### config.mk
export PLATFORM = sky130hd
export DESIGN_NAME = stoc_top
export DESIGN_NICKNAME = d
export VERILOG_FILES = /design/src/hdl/stoc_pkg.sv /design/src/hdl/stoc_top.sv /design/src/hdl/stoc_stop_timer.sv
export SDC_FILE = /design/constraint.sdc
export NUM_CORES = 1
export LEC_CHECK = 0
export ABC_AREA = 1
export ABC_CLOCK_PERIOD_IN_PS = 5400
export BUFFER_PORTS_ARGS = -buffer_cell sky130_fd_sc_hd__buf_2
export CORE_ASPECT_RATIO = 1.4
export CORE_MARGIN = 2
export CORE_UTILIZATION = 40
export DETAILED_ROUTE_END_ITERATION = 12
export PLACE_DENSITY = 0.57
export SYNTH_ARGS = -nofsm -noshare
export SYNTH_HDL_FRONTEND = slang
export SYNTH_SLANG_ARGS = --single-unit
export TNS_END_PERCENT = 10
### constraint.sdc
create_clock -name clock_i -period 5.4 [get_ports clock_i]
set_input_delay 0 -clock clock_i [delete_from_list [all_inputs] [get_ports clock_i]]
set_output_delay 0 -clock clock_i [all_outputs]
set_load 0.1 [all_outputs]
### src/hdl/stoc_pkg.sv
package stoc_pkg;
  localparam int unsigned CLK_PERIOD_NS = 20;
  localparam int unsigned MS_NS         = 1000000;
  localparam int unsigned CYC_PER_MS    = (MS_NS + CLK_PERIOD_NS - 1) / CLK_PERIOD_NS;

  localparam logic [7:0] A_CTRL    = 8'h00;
  localparam logic [7:0] A_DELAY   = 8'h04;
  localparam logic [7:0] A_MARGIN  = 8'h08;
  localparam logic [7:0] A_STATUS  = 8'h0c;
  localparam logic [7:0] A_IRQ_ST  = 8'h10;
  localparam logic [7:0] A_IRQ_MSK = 8'h14;
  localparam logic [7:0] A_RAMP    = 8'h18;

  localparam int CF_FUNC_LSB = 0;
  localparam int CF_FB_EN    = 4;
  localparam int CF_AUTO     = 5;
  localparam int CF_EXT_SS1  = 6;
  localparam int CF_RSRC_LSB = 7;
  localparam int CTRL_W      = 9;

  localparam logic [3:0] FUNC_STO   = 4'h0;
  localparam logic [3:0] FUNC_SS1   = 4'h9;
  localparam logic [1:0] RSRC_PANEL = 2'h0;
  localparam logic [1:0] RSRC_DI    = 2'h1;
  localparam logic [1:0] RSRC_NSFB  = 2'h2;

  localparam logic [8:0]  CTRL_RST   = 9'h00f;
  localparam logic [15:0] DELAY_RST  = 16'h03e8;
  localparam logic [6:0]  MARGIN_RST = 7'h0a;
  localparam logic [6:0]  MARGIN_MAX = 7'h64;

  localparam int IRQ_STO = 0;
  localparam int IRQ_EXP = 1;
  localparam int IRQ_MIS = 2;
  localparam int IRQ_INT = 3;
  localparam int IRQ_ACK = 4;
  localparam int IRQ_W   = 5;

  typedef struct packed {
    logic sto_cmd;
    logic ss1_cmd;
  } stoc_fb_s;

  typedef struct packed {
    logic panel;
    logic di;
    logic nsfb;
  } stoc_rst_s;

  typedef struct packed {
    logic cust_aborted;
    logic cust_done;
    logic gen_reset;
    logic fb_init;
  } stoc_evt_s;

  typedef enum logic [1:0] {T_IDLE, T_RUN, T_DONE} stoc_tmr_e;
endpackage

### src/hdl/stoc_top.sv
module stoc_top #(
  parameter int unsigned MS_CYCLES = stoc_pkg::CYC_PER_MS
) (
  // clock and reset
  input  wire logic                clock_i,
  input  wire logic                reset_n_i,
  // ahb-lite slave
  input  wire logic                hsel,
  input  wire logic [31:0]         haddr,
  input  wire logic [1:0]          htrans,
  input  wire logic                hwrite,
  input  wire logic [2:0]          hsize,
  input  wire logic [31:0]         hwdata,
  input  wire logic                hready,
  output logic                     hreadyout,
  output logic                     hresp,
  output logic [31:0]              hrdata,
  // safe inputs and fieldbus
  input  wire logic                safe_input_a_i,
  input  wire logic                safe_input_b_i,
  input  wire stoc_pkg::stoc_fb_s  safety_fieldbus_comm_i,
  // reset sources, run command, events
  input  wire stoc_pkg::stoc_rst_s reset_src_i,
  input  wire logic                on_cmd_i,
  input  wire logic                internal_fault_i,
  input  wire logic                external_fault_i,
  input  wire stoc_pkg::stoc_evt_s event_i,
  // drive outputs
  output logic                     torque_permit_o,
  output logic                     motor_run_o,
  output logic                     timed_safe_stop_o,
  output logic [15:0]              ramp_remaining_o,
  output logic                     torque_removed_warning_o,
  output logic                     channel_mismatch_warning_o,
  output logic                     irq_o
);
  typedef struct packed {
    logic [stoc_pkg::CTRL_W-1:0]  ctrl;
    logic [15:0]                  delay;
    logic [6:0]                   margin;
    logic [stoc_pkg::IRQ_W-1:0]   irq_st;
    logic [stoc_pkg::IRQ_W-1:0]   irq_msk;
    logic                         a_wr;
    logic [7:0]                   a_addr;
    logic [31:0]                  rdata;
    logic [15:0]                  mscnt;
    logic                         tick;
    logic                         int_lat;
    logic                         ext_lat;
    logic                         need_ack;
    logic                         di_inv;
    logic                         run;
    logic                         sto_d;
    logic                         exp_d;
    logic                         mis_d;
  } stoc_state_s;

  stoc_state_s s_r, s_nxt;
  logic        rst_meta_r, rst_n_r;

  logic [3:0]  func;
  logic        fb_en, auto_rs, ext_ss1, both_hi, mismatch;
  logic        di_sto, di_ss1, fb_sto, fb_ss1, ext_sto_req, ext_ss1_req;
  logic        sto_req, ss1_req, timing, expired, sto_active, man_rst;
  logic        t_start, t_quit, ack_evt, permit;
  logic [15:0] ramp_rem;
  localparam int IRQ_WL = stoc_pkg::IRQ_W;
  logic        a_ph, ack_due;
  logic [IRQ_WL-1:0] irq_set;

  function automatic logic [31:0] rd_mux(input logic [7:0] a, input stoc_state_s s,
                                         input logic [7:0] st, input logic [15:0] rr);
    unique case (a)
      stoc_pkg::A_CTRL:    rd_mux = {23'h0, s.ctrl};
      stoc_pkg::A_DELAY:   rd_mux = {16'h0, s.delay};
      stoc_pkg::A_MARGIN:  rd_mux = {25'h0, s.margin};
      stoc_pkg::A_STATUS:  rd_mux = {24'h0, st};
      stoc_pkg::A_IRQ_ST:  rd_mux = {27'h0, s.irq_st};
      stoc_pkg::A_IRQ_MSK: rd_mux = {27'h0, s.irq_msk};
      stoc_pkg::A_RAMP:    rd_mux = {16'h0, rr};
      default:             rd_mux = 32'h0000_0000;
    endcase
  endfunction

  // reset release through two flops
  always_ff @(posedge clock_i or negedge reset_n_i) begin
    if (!reset_n_i) begin
      rst_meta_r <= 1'b0;
      rst_n_r    <= 1'b0;
    end else begin
      rst_meta_r <= 1'b1;
      rst_n_r    <= rst_meta_r;
    end
  end

  // configuration decode
  assign func     = s_r.ctrl[stoc_pkg::CF_FUNC_LSB +: 4];
  assign fb_en    = s_r.ctrl[stoc_pkg::CF_FB_EN];
  assign auto_rs  = s_r.ctrl[stoc_pkg::CF_AUTO];
  assign ext_ss1  = s_r.ctrl[stoc_pkg::CF_EXT_SS1];
  assign both_hi  = safe_input_a_i && safe_input_b_i;
  assign mismatch = (func == stoc_pkg::FUNC_STO || func == stoc_pkg::FUNC_SS1)
                    && (safe_input_a_i != safe_input_b_i);

  // trigger sources, each evaluated on its own
  assign di_sto = (func == stoc_pkg::FUNC_STO) && !both_hi;
  assign di_ss1 = (func == stoc_pkg::FUNC_SS1) && !both_hi;
  assign fb_sto = fb_en && safety_fieldbus_comm_i.sto_cmd;
  assign fb_ss1 = fb_en && safety_fieldbus_comm_i.ss1_cmd;
  assign ext_sto_req = s_r.ext_lat && !ext_ss1;
  assign ext_ss1_req = s_r.ext_lat && ext_ss1;

  assign sto_req = di_sto || fb_sto || ext_sto_req || s_r.int_lat;
  assign ss1_req = di_ss1 || fb_ss1 || ext_ss1_req;
  assign sto_active = sto_req || expired;

  // timer start on a timed request with no immediate one, quit on an immediate request or when every timed request is gone (safe inputs: auto reset only)
  assign t_start = ss1_req && !sto_req;
  assign t_quit  = sto_req || (!fb_ss1 && !ext_ss1_req
                   && (func != stoc_pkg::FUNC_SS1 || (both_hi && auto_rs)));

  stoc_stop_timer u_timer (
    .clock_i    (clock_i),
    .rst_n_i    (rst_n_r),
    .tick_i     (s_r.tick),
    .start_i    (t_start),
    .quit_i     (t_quit),
    .delay_ms_i (s_r.delay),
    .margin_i   (s_r.margin),
    .timing_o   (timing),
    .expired_o  (expired),
    .ramp_rem_o (ramp_rem)
  );

  // manual reset from the selected source
  always_comb begin
    unique case (s_r.ctrl[stoc_pkg::CF_RSRC_LSB +: 2])
      stoc_pkg::RSRC_PANEL: man_rst = reset_src_i.panel;
      stoc_pkg::RSRC_DI:    man_rst = reset_src_i.di;
      stoc_pkg::RSRC_NSFB:  man_rst = reset_src_i.nsfb;
      default:              man_rst = 1'b0;
    endcase
  end

  // events needing reset only while the safety fieldbus is off
  assign ack_evt = !fb_en && (|event_i);
  assign ack_due = !sto_active && s_r.sto_d && s_r.di_inv && !auto_rs;
  assign permit  = !sto_active && !s_r.need_ack && !ack_due
                   && !s_r.ext_lat && !s_r.int_lat;

  assign a_ph = hsel && htrans[1] && hready;
  assign irq_set[stoc_pkg::IRQ_STO] = sto_active && !s_r.sto_d;
  assign irq_set[stoc_pkg::IRQ_EXP] = expired && !s_r.exp_d;
  assign irq_set[stoc_pkg::IRQ_MIS] = mismatch && !s_r.mis_d;
  assign irq_set[stoc_pkg::IRQ_INT] = internal_fault_i && !s_r.int_lat;
  assign irq_set[stoc_pkg::IRQ_ACK] = ack_evt;

  always_comb begin
    logic [7:0] stat;
    stat  = 8'h00;
    s_nxt = s_r;
    stat  = {s_r.int_lat, s_r.ext_lat, s_r.need_ack, expired, timing,
             sto_active, s_r.run, permit};

    // millisecond tick
    s_nxt.tick = 1'b0;
    if (s_r.mscnt == 16'(MS_CYCLES - 1)) begin
      s_nxt.mscnt = 16'h0000;
      s_nxt.tick  = 1'b1;
    end else begin
      s_nxt.mscnt = s_r.mscnt + 16'h0001;
    end

    // bus: read data registered in the address phase, writes in the data phase
    s_nxt.a_wr = a_ph && hwrite;
    if (a_ph) begin
      s_nxt.a_addr = haddr[7:0];
      s_nxt.rdata  = rd_mux(haddr[7:0], s_r, stat, ramp_rem);
    end
    if (s_r.a_wr) begin
      unique case (s_r.a_addr)
        stoc_pkg::A_CTRL:    s_nxt.ctrl    = hwdata[stoc_pkg::CTRL_W-1:0];
        stoc_pkg::A_DELAY:   s_nxt.delay   = hwdata[15:0];
        stoc_pkg::A_MARGIN:  s_nxt.margin  = (hwdata[6:0] > stoc_pkg::MARGIN_MAX) ?
                                             stoc_pkg::MARGIN_MAX : hwdata[6:0];
        stoc_pkg::A_IRQ_MSK: s_nxt.irq_msk = hwdata[IRQ_WL-1:0];
        default: ;
      endcase
    end
    // sticky events, set wins over write-one-clear
    if (s_r.a_wr && s_r.a_addr == stoc_pkg::A_IRQ_ST) begin
      s_nxt.irq_st = s_r.irq_st & ~hwdata[IRQ_WL-1:0];
    end
    s_nxt.irq_st = s_nxt.irq_st | irq_set;

    // fault latches
    if (internal_fault_i) begin
      s_nxt.int_lat = 1'b1;
    end
    if (external_fault_i) begin
      s_nxt.ext_lat = 1'b1;
    end else if (man_rst) begin
      s_nxt.ext_lat = 1'b0;
    end

    // acknowledge demand: safe input manual mode, or config events
    s_nxt.sto_d = sto_active;
    s_nxt.exp_d = expired;
    s_nxt.mis_d = mismatch;
    if (di_sto || di_ss1) begin
      s_nxt.di_inv = 1'b1;
    end
    if (s_r.need_ack && man_rst && !sto_active) begin
      s_nxt.need_ack = 1'b0;
    end
    if (!sto_active && s_r.sto_d) begin
      s_nxt.di_inv = 1'b0;
      if (s_r.di_inv && !auto_rs) begin
        s_nxt.need_ack = 1'b1;
      end
    end
    if (ack_evt) begin
      s_nxt.need_ack = 1'b1;
    end

    // run only on an on command while torque is permitted
    if (!permit) begin
      s_nxt.run = 1'b0;
    end else if (on_cmd_i) begin
      s_nxt.run = 1'b1;
    end
  end

  always_ff @(posedge clock_i or negedge rst_n_r) begin
    if (!rst_n_r) begin
      s_r <= '{ctrl: stoc_pkg::CTRL_RST, delay: stoc_pkg::DELAY_RST,
               margin: stoc_pkg::MARGIN_RST, default: '0};
    end else begin
      s_r <= s_nxt;
    end
  end

  assign hreadyout = 1'b1;
  assign hresp     = 1'b0;
  assign hrdata    = s_r.rdata;

  assign torque_permit_o            = permit;
  assign motor_run_o                = s_r.run;
  assign timed_safe_stop_o          = timing;
  assign ramp_remaining_o           = ramp_rem;
  assign torque_removed_warning_o   = (sto_active && !mismatch) || expired
                                      || fb_sto;
  assign channel_mismatch_warning_o = mismatch;
  assign irq_o                      = |(s_r.irq_st & s_r.irq_msk);
endmodule // stoc_top

### src/hdl/stoc_stop_timer.sv
module stoc_stop_timer (
  // clock and reset
  input  wire logic        clock_i,
  input  wire logic        rst_n_i,
  // control
  input  wire logic        tick_i,
  input  wire logic        start_i,
  input  wire logic        quit_i,
  input  wire logic [15:0] delay_ms_i,
  input  wire logic [6:0]  margin_i,
  // status
  output logic             timing_o,
  output logic             expired_o,
  output logic [15:0]      ramp_rem_o
);
  typedef struct packed {
    stoc_pkg::stoc_tmr_e st;
    logic [15:0]         cnt;
    logic [15:0]         ramp;
  } stoc_tmr_s;

  stoc_tmr_s s_r, s_nxt;
  logic [22:0] prod;
  logic [15:0] marg_ms;

  assign prod    = delay_ms_i * margin_i;
  assign marg_ms = 16'(prod / 23'd100);

  always_comb begin
    s_nxt = s_r;
    unique case (s_r.st)
      stoc_pkg::T_IDLE: begin
        if (start_i && !quit_i) begin
          s_nxt.cnt  = delay_ms_i;
          s_nxt.ramp = delay_ms_i - marg_ms;
          s_nxt.st   = (delay_ms_i == 16'h0000) ? stoc_pkg::T_DONE : stoc_pkg::T_RUN;
        end
      end
      stoc_pkg::T_RUN: begin
        if (quit_i) begin
          s_nxt.st   = stoc_pkg::T_IDLE;
          s_nxt.ramp = 16'h0000;
        end else if (tick_i) begin
          s_nxt.cnt = s_r.cnt - 16'h0001;
          if (s_r.ramp != 16'h0000) begin
            s_nxt.ramp = s_r.ramp - 16'h0001;
          end
          if (s_r.cnt == 16'h0001) begin
            s_nxt.st = stoc_pkg::T_DONE;
          end
        end
      end
      stoc_pkg::T_DONE: begin
        s_nxt.ramp = 16'h0000;
        if (quit_i) begin
          s_nxt.st = stoc_pkg::T_IDLE;
        end
      end
      default: s_nxt.st = stoc_pkg::T_IDLE;
    endcase
  end

  always_ff @(posedge clock_i or negedge rst_n_i) begin
    if (!rst_n_i) begin
      s_r <= '{st: stoc_pkg::T_IDLE, cnt: 16'h0000, ramp: 16'h0000};
    end else begin
      s_r <= s_nxt;
    end
  end

  assign timing_o   = (s_r.st == stoc_pkg::T_RUN);
  assign expired_o  = (s_r.st == stoc_pkg::T_DONE);
  assign ramp_rem_o = s_r.ramp;
endmodule // stoc_stop_timer

==> results of run 1 <==
-- Yosys cell counts (all sizes together), types with 3 or more instances --
cell	count
o22ai	21
nor4	12
dfrtp	116
a21oi	56
ha	65
buf	52
clkbuf	51
o21ai	148
a211oi	3
inv	405
nand3b	6
clkinv	5
xor2	27
a31oi	10
nor2	158
dfstp	12
fa	70
or2	3
and2	5
nand3	120
nand4	35
nor3	24
o21a	3
o211ai	9
xnor2	10
o21bai	6
nand2	622
-- per-layer routing --
metal,vias to the layer above,GRT usage
li1,7086,-
met1,6580,0.246
met2,288,0.429
met3,84,0.0209
met4,0,0.0862
met5,-,0
-- worst max-delay path by stage --
stage	start	endpoint	slack [ns]	depth (start not counted)
3_3_place_gp	s_r[79]	u_timer.ramp_rem_o[14]	-8.20	114
6_report	s_r[79]	u_timer.ramp_rem_o[14]	-8.34	114
5_1_grt	s_r[77]	u_timer.ramp_rem_o[14]	-9.32	115
2_1_floorplan	s_r[79]	u_timer.ramp_rem_o[14]	-7.20	116
4_1_cts	s_r[77]	u_timer.ramp_rem_o[14]	-8.23	120
3_5_place_dp	s_r[79]	u_timer.ramp_rem_o[14]	-8.46	116
-- cell families after synthesis --
group           count (synthesis)
simple gates                  989
xor+xnor                       37
buf+inv                       513
flops                         128
compound gates                277
other cells                     2
fa+ha+maj                     135
-- metrics by stage --
stage / instances / hold slack (ns) / instance area (um^2) / TNS (ns)
finish: 2873 / 0.0421 / 18600 / -117.40
global route: 2873 / 0.0458 / 18600 / -131.57
detailed placement: 2766 / -0.210 / 16500 / -119.68
floorplan: 2098 / -0.296 / 14300 / -101.33
global placement: 2766 / -0.215 / 16500 / -115.71
CTS: 2847 / 0.0333 / 17800 / -115.27
-- cell type report --
type	count	area share
multi-input combinational	1457	0.525
sequential	128	0.173
timing repair buffer	390	0.156
inverter	410	0.0835
tap	456	0.0306
clock buffer	18	0.0236
clock inverter	14	0.00886
-- sequential cells by signal, summed over array words and instances (netlist names), 4 cells and up --
signal and count:
u_timer.s_r 18, u_timer.ramp_rem_o 16, s_r 68, func 4, hrdata 16
-- what timing repair did --
action                                 in CTS  in global routing
pin swaps                                  28                146
setup buffers                              15                 26
gates resized for setup                    52                175
endpoints found under the hold margin      43                  0
hold buffers                               34                  0
setup endpoints to repair                  16                 16
-- critical path: cells and delay by family (launching register included) --
family                   cells  cell delay (ns)
AO/OA/AOI/OAI                6             1.03
adder cells (fa/ha/maj)      7             2.84
buffers and inverters       10             0.68
flip-flops                   1             0.56
AND/OR/NAND/NOR             91             8.51
==> out/metrics.yaml, run 1 <==
vias: 14000
yosys_warnings: 0
drive_gt1_frac: 0.297
core_area_um2: 34900
yosysTopAreaCell: "dfrtp_1"
die_w_um: 163
met3_length_mm: 1.11
initial_core_util: 0.405
clock_path_buffers: 2
hold_end: "s_r[0]"
synth_top_family_by_area: "simple AND/OR/NAND/NOR gates"
ys_seq_area_frac: 0.228
grt_max_degree: 60
routed-wl-met2_mm: 21.9
io_buffers: 81
r2r_slack_ns: -8.34
grt_pass1_vias: 14000
cts_sinks: 128
dp_slack_ns: -8.46
cts_tree: "built"
clock_latency_ns: 0.43
r2r_start: "s_r[79]"
drc: 0
synthXorXnorAreaFrac: 0.0230
htreeDepth: 4
startpoint_type: "flip-flop"
viasPerCell: 4.89
multi_input_area_um2: 9780
violations: "setup timing"
worstMarginPinSlew_ns: 1.24
syn_to_final_growth_pct: 32.2
worstPathMaxFanout: 7
critPathSlowestCell: "dfstp_2"
diodes: 0
relSlewSlack: 0.172
hold_viol_final: 0
mostFrequentLayoutCell: "nand2_1"
critical_path.most_common_cell: "nand2_4"
fmax_mhz: 72.8
status: "finished, violations left"
dr.pass1.iters: 5
cts.reportedPaths.clkPinSlew_ns: 0.06
setup_slack_ns: -8.34
mostFrequentLayoutCells: "nand2_1 (474), inv_1 (361), buf_4 (263), nor2_1 (124), o21ai_0 (119)"
antenna_found_initial: 0
met1_length_mm: 16.3
synth_compound_area_frac: 0.111
r2r_end: "u_timer.ramp_rem_o[14]"
top_layer: "met4"
cts_root_buffer: "clkbuf_16"
floorplan.rows: 81
ios: 144
nFillCells: 3367
yosys.area_share.simple: 0.330
hold_path_depth: 4
gr-total-overflow: 0
grt_usage: 0.222
wl_mm: 40.8
maxCapViolCount: 0
grt_pass1_wl_mm: 66.0
fin_nets: 2627
crit_required_ns: 5.75
drv_slew: 0
final.period_utilization: 2.54
layout_min_cycle_time_ns: 13.74
fin_util: 0.535
numCtsBuffers: 17
async_flop_share: 1.00
ant_nets: 0
rsz0062_at_grt: "true"
worstHoldPathType: "in -> reg"
synth_area_um2: 14100
synth_flop_cell: "dfrtp_1"
synth_edf_count: 0
drtIter0Drc: 677
avgSynthCellArea_um2: 6.78
yosys-mux-area-fraction: 0
synth_area_leaders: "dfrtp_1 (21%), nand2_1 (14%), inv_1 (10%), fa_1 (9.9%), ha_1 (5.8%)"
skew_ns: 0.00861
endpoint_kind: "flip-flop"
die_h_um: 226
place_congestion: 0.908
netlist.area_leader.share: 0.206
setup_viol: 16
rr_worst_depth: 114
hold_path.startpoint: "safe_input_b_i"
dp_hpwl_mm: 32.5
cp_data_arrival_time_ns: 14.08
drt-wirelength-per-cell_um: 14.2
synth_seq_cells: 128
regArea_um2: 3230
postSynthCellCount: 2081
synthAdderAreaFrac: 0.157
setup.worst_path.class: "reg -> reg"
ys_types: 59
die_area_um2: 36800
slowest_delay_ns: 0.56
Power of run 1 is not shown: default switching activity piles up to over one toggle a cycle in this logic, so the estimate is an artifact.
==> inputs of run 2 (changes only) <==
--- a/config.mk
+++ b/config.mk
@@ -10,9 +10,9 @@
 export BUFFER_PORTS_ARGS = -buffer_cell sky130_fd_sc_hd__buf_2
 export CORE_ASPECT_RATIO = 1.4
 export CORE_MARGIN = 2
-export CORE_UTILIZATION = 40
+export CORE_UTILIZATION = 25
 export DETAILED_ROUTE_END_ITERATION = 12
-export PLACE_DENSITY = 0.57
+export PLACE_DENSITY = 0.39
 export SYNTH_ARGS = -nofsm -noshare
 export SYNTH_HDL_FRONTEND = slang
 export SYNTH_SLANG_ARGS = --single-unit
==> run 2 against run 1 <==
Compared with the run above:
- the flow still finishes with violations (setup timing)
- wire length grew 9.5%
- sequential share of layout area increased by 0.35 points
- count of clock-buffer cells in the layout unchanged
- cell count up 9.7%
- setup slack improved by 0.14 ns
- cell area down 2.0%
- largest cell class unchanged
==> out/metrics.yaml, run 2 (synthesized netlist as in run 1, its figures left out) <==
status: "finished, violations left"
violations: "setup timing"
crit_required_ns: 5.74  # about the same
skew_ns: 0.0155  # +0.00686 ns
maxCapViolCount: 0  # unchanged
cts_root_buffer: "clkbuf_16"
drtIter0Drc: 562  # -17%
setup_viol: 16  # unchanged
r2r_start: "s_r[77]"
regMostFlops: "s_r"
worstHoldPathType: "in -> reg"
drive_gt1_frac: 0.252  # -0.0458
fin_nets: 2626  # -0.038%
largest_reg_flops: 68  # unchanged
slowest_delay_ns: 0.56  # about the same
cp_data_arrival_time_ns: 13.94  # -0.14 ns
top_regs: "s_r x68, u_timer.s_r x18"
dp_hpwl_mm: 37.1  # +14%
wl_mm: 44.7  # +9.5%
grt_max_degree: 64  # +6.7%
critical_path.most_common_cell: "nand2_2"
final.period_utilization: 2.52  # -0.0251
startpoint_type: "flip-flop"
drv_slew: 0  # unchanged
syn_to_final_growth_pct: 29.5
endpoint_kind: "flip-flop"
setup.worst_path.class: "reg -> reg"
mostFrequentLayoutCells: "nand2_1 (523), inv_1 (376), buf_4 (267), nor2_1 (136), o21ai_0 (124)"
clock_latency_ns: 0.43  # about the same
cts_sinks: 128  # unchanged
antenna_found_initial: 0  # unchanged
crit_start: "s_r[77]"
cts.reportedPaths.clkPinSlew_ns: 0.07  # about the same
rsz0062_at_grt: "true"
ios: 144  # unchanged
io_buffers: 81  # unchanged
grt_pass1_vias: 14200  # +1.7%
drt-wirelength-per-cell_um: 14.2  # -0.17%
drc: 0  # unchanged
relSlewSlack: 0.386  # +0.214
worstMarginPinSlew_ns: 0.918  # -0.320 ns
worstPathMaxFanout: 7  # unchanged
die_area_um2: 58400  # +59%
r2r_end: "u_timer.ramp_rem_o[14]"
die_h_um: 285  # +26%
die_w_um: 205  # +26%
grt_usage: 0.157  # -0.0647
cts_tree: "built"
grt_pass1_wl_mm: 73.0  # +11%
place_congestion: 0.831  # -8.5%
fmax_mhz: 73.5  # +1.0%
setup_slack_ns: -8.20  # +0.136 ns
layout_min_cycle_time_ns: 13.60  # -0.136 ns
clock_path_buffers: 2  # unchanged
fin_hold_ws_ns: 0.0238  # -0.0183 ns
htreeDepth: 4  # unchanged
hold_viol_final: 0  # unchanged
viasPerCell: 4.36  # -11%
dr.pass1.iters: 5  # unchanged
critPathSlowestCell: "dfstp_2"
diodes: 0  # unchanged
core_area_um2: 56100  # +61%
r2r_slack_ns: -8.20  # +0.14 ns
floorplan.rows: 103  # +27%
ant_nets: 0  # unchanged
vias: 13800  # -2.0%
critPathCapture: "u_timer.ramp_rem_o[14]"
initial_core_util: 0.252  # -0.153
gr-total-overflow: 0  # unchanged
mostFrequentLayoutCell: "nand2_1"
rr_worst_depth: 121  # +6.1%
numCtsBuffers: 17  # unchanged
## run 2: cell count changes in the layout (fill, tap and decap cells not counted), moves of 6 or more
| cell | previous run | this run |
|---|---|---|
| ha_1 | 51 | 57 |
| ha_4 | 14 | 6 |
| inv_1 | 361 | 376 |
| inv_2 | 44 | 29 |
| nand2_1 | 474 | 523 |
| nand2_2 | 81 | 67 |
| nand2_4 | 64 | 32 |
| nand3_1 | 88 | 102 |
| nand3_2 | 27 | 18 |
| nor2_1 | 124 | 136 |
| nor2_4 | 22 | 13 |
## run 2: cell type report
| class | instances | area (um^2) |
|---|---|---|
| Fill cell | 6165 | 37800 |
| Multi-Input combinational cell | 1457 | 9110 |
| Sequential cell | 128 | 3230 |
| Timing Repair Buffer | 389 | 2850 |
| Inverter | 410 | 1550 |
| Tap cell | 735 | 920 |
| Clock buffer | 18 | 439 |
| Clock inverter | 14 | 176 |
## run 2: worst min-delay path by stage
stage | startpoint | to | slack, ns | depth (start not counted)
finish | safe_input_b_i | s_r[0] | 0.02 | 4
global route | safe_input_b_i | s_r[0] | 0.04 | 4
CTS | safe_input_b_i | s_r[73] | 0.02 | 4
detailed placement | reset_n_i | rst_meta_r | -0.21 | 1
global placement | reset_n_i | rst_meta_r | -0.21 | 1
floorplan | reset_n_i | rst_meta_r | -0.30 | 0
## run 2: timing repair
action,in CTS,in global routing
setup endpoints to repair,16,16
setup buffers,10,3
resized for setup,29,18
hold endpoints to repair,41,0
gates cloned,0,0
pin swaps,22,15
hold buffers,35,0
## run 2: layer usage
metal | GRT usage | part of all wire | up-vias
li1 | - | - | 7064
met1 | 0.175 | 0.41 | 6446
met2 | 0.314 | 0.56 | 208
met3 | 0.0137 | 0.021 | 33
met4 | 0.0353 | 0.013 | 0
met5 | 0 | 0 | -
## run 2: per-stage QoR
| step | setup TNS (ns) | instance area [um^2] | worst slack [ns] | util | cells |
|---|---|---|---|---|---|
| 5_1_grt | -136.95 | 18300 | -9.63 | 0.326 | 3151 |
| 3_5_place_dp | -124.49 | 17000 | -8.79 | 0.303 | 3071 |
| 6_report | -115.84 | 18300 | -8.20 | 0.326 | 3151 |
| 2_1_floorplan | -101.33 | 14300 | -7.20 | - | 2098 |
| 3_3_place_gp | -121.51 | 17000 | -8.59 | 0.303 | 3071 |
| 4_1_cts | -118.46 | 18200 | -8.48 | 0.324 | 3148 |
## run 2: critical path: cells and delay by family (launching register included)
kind | cells | cell delay (ns)
compound gates | 5 | 0.72
fa+ha+maj | 7 | 2.95
buf+inv | 11 | 0.85
flops | 1 | 0.56
simple gates | 98 | 8.41
Power of run 2 is left out for the same reason.
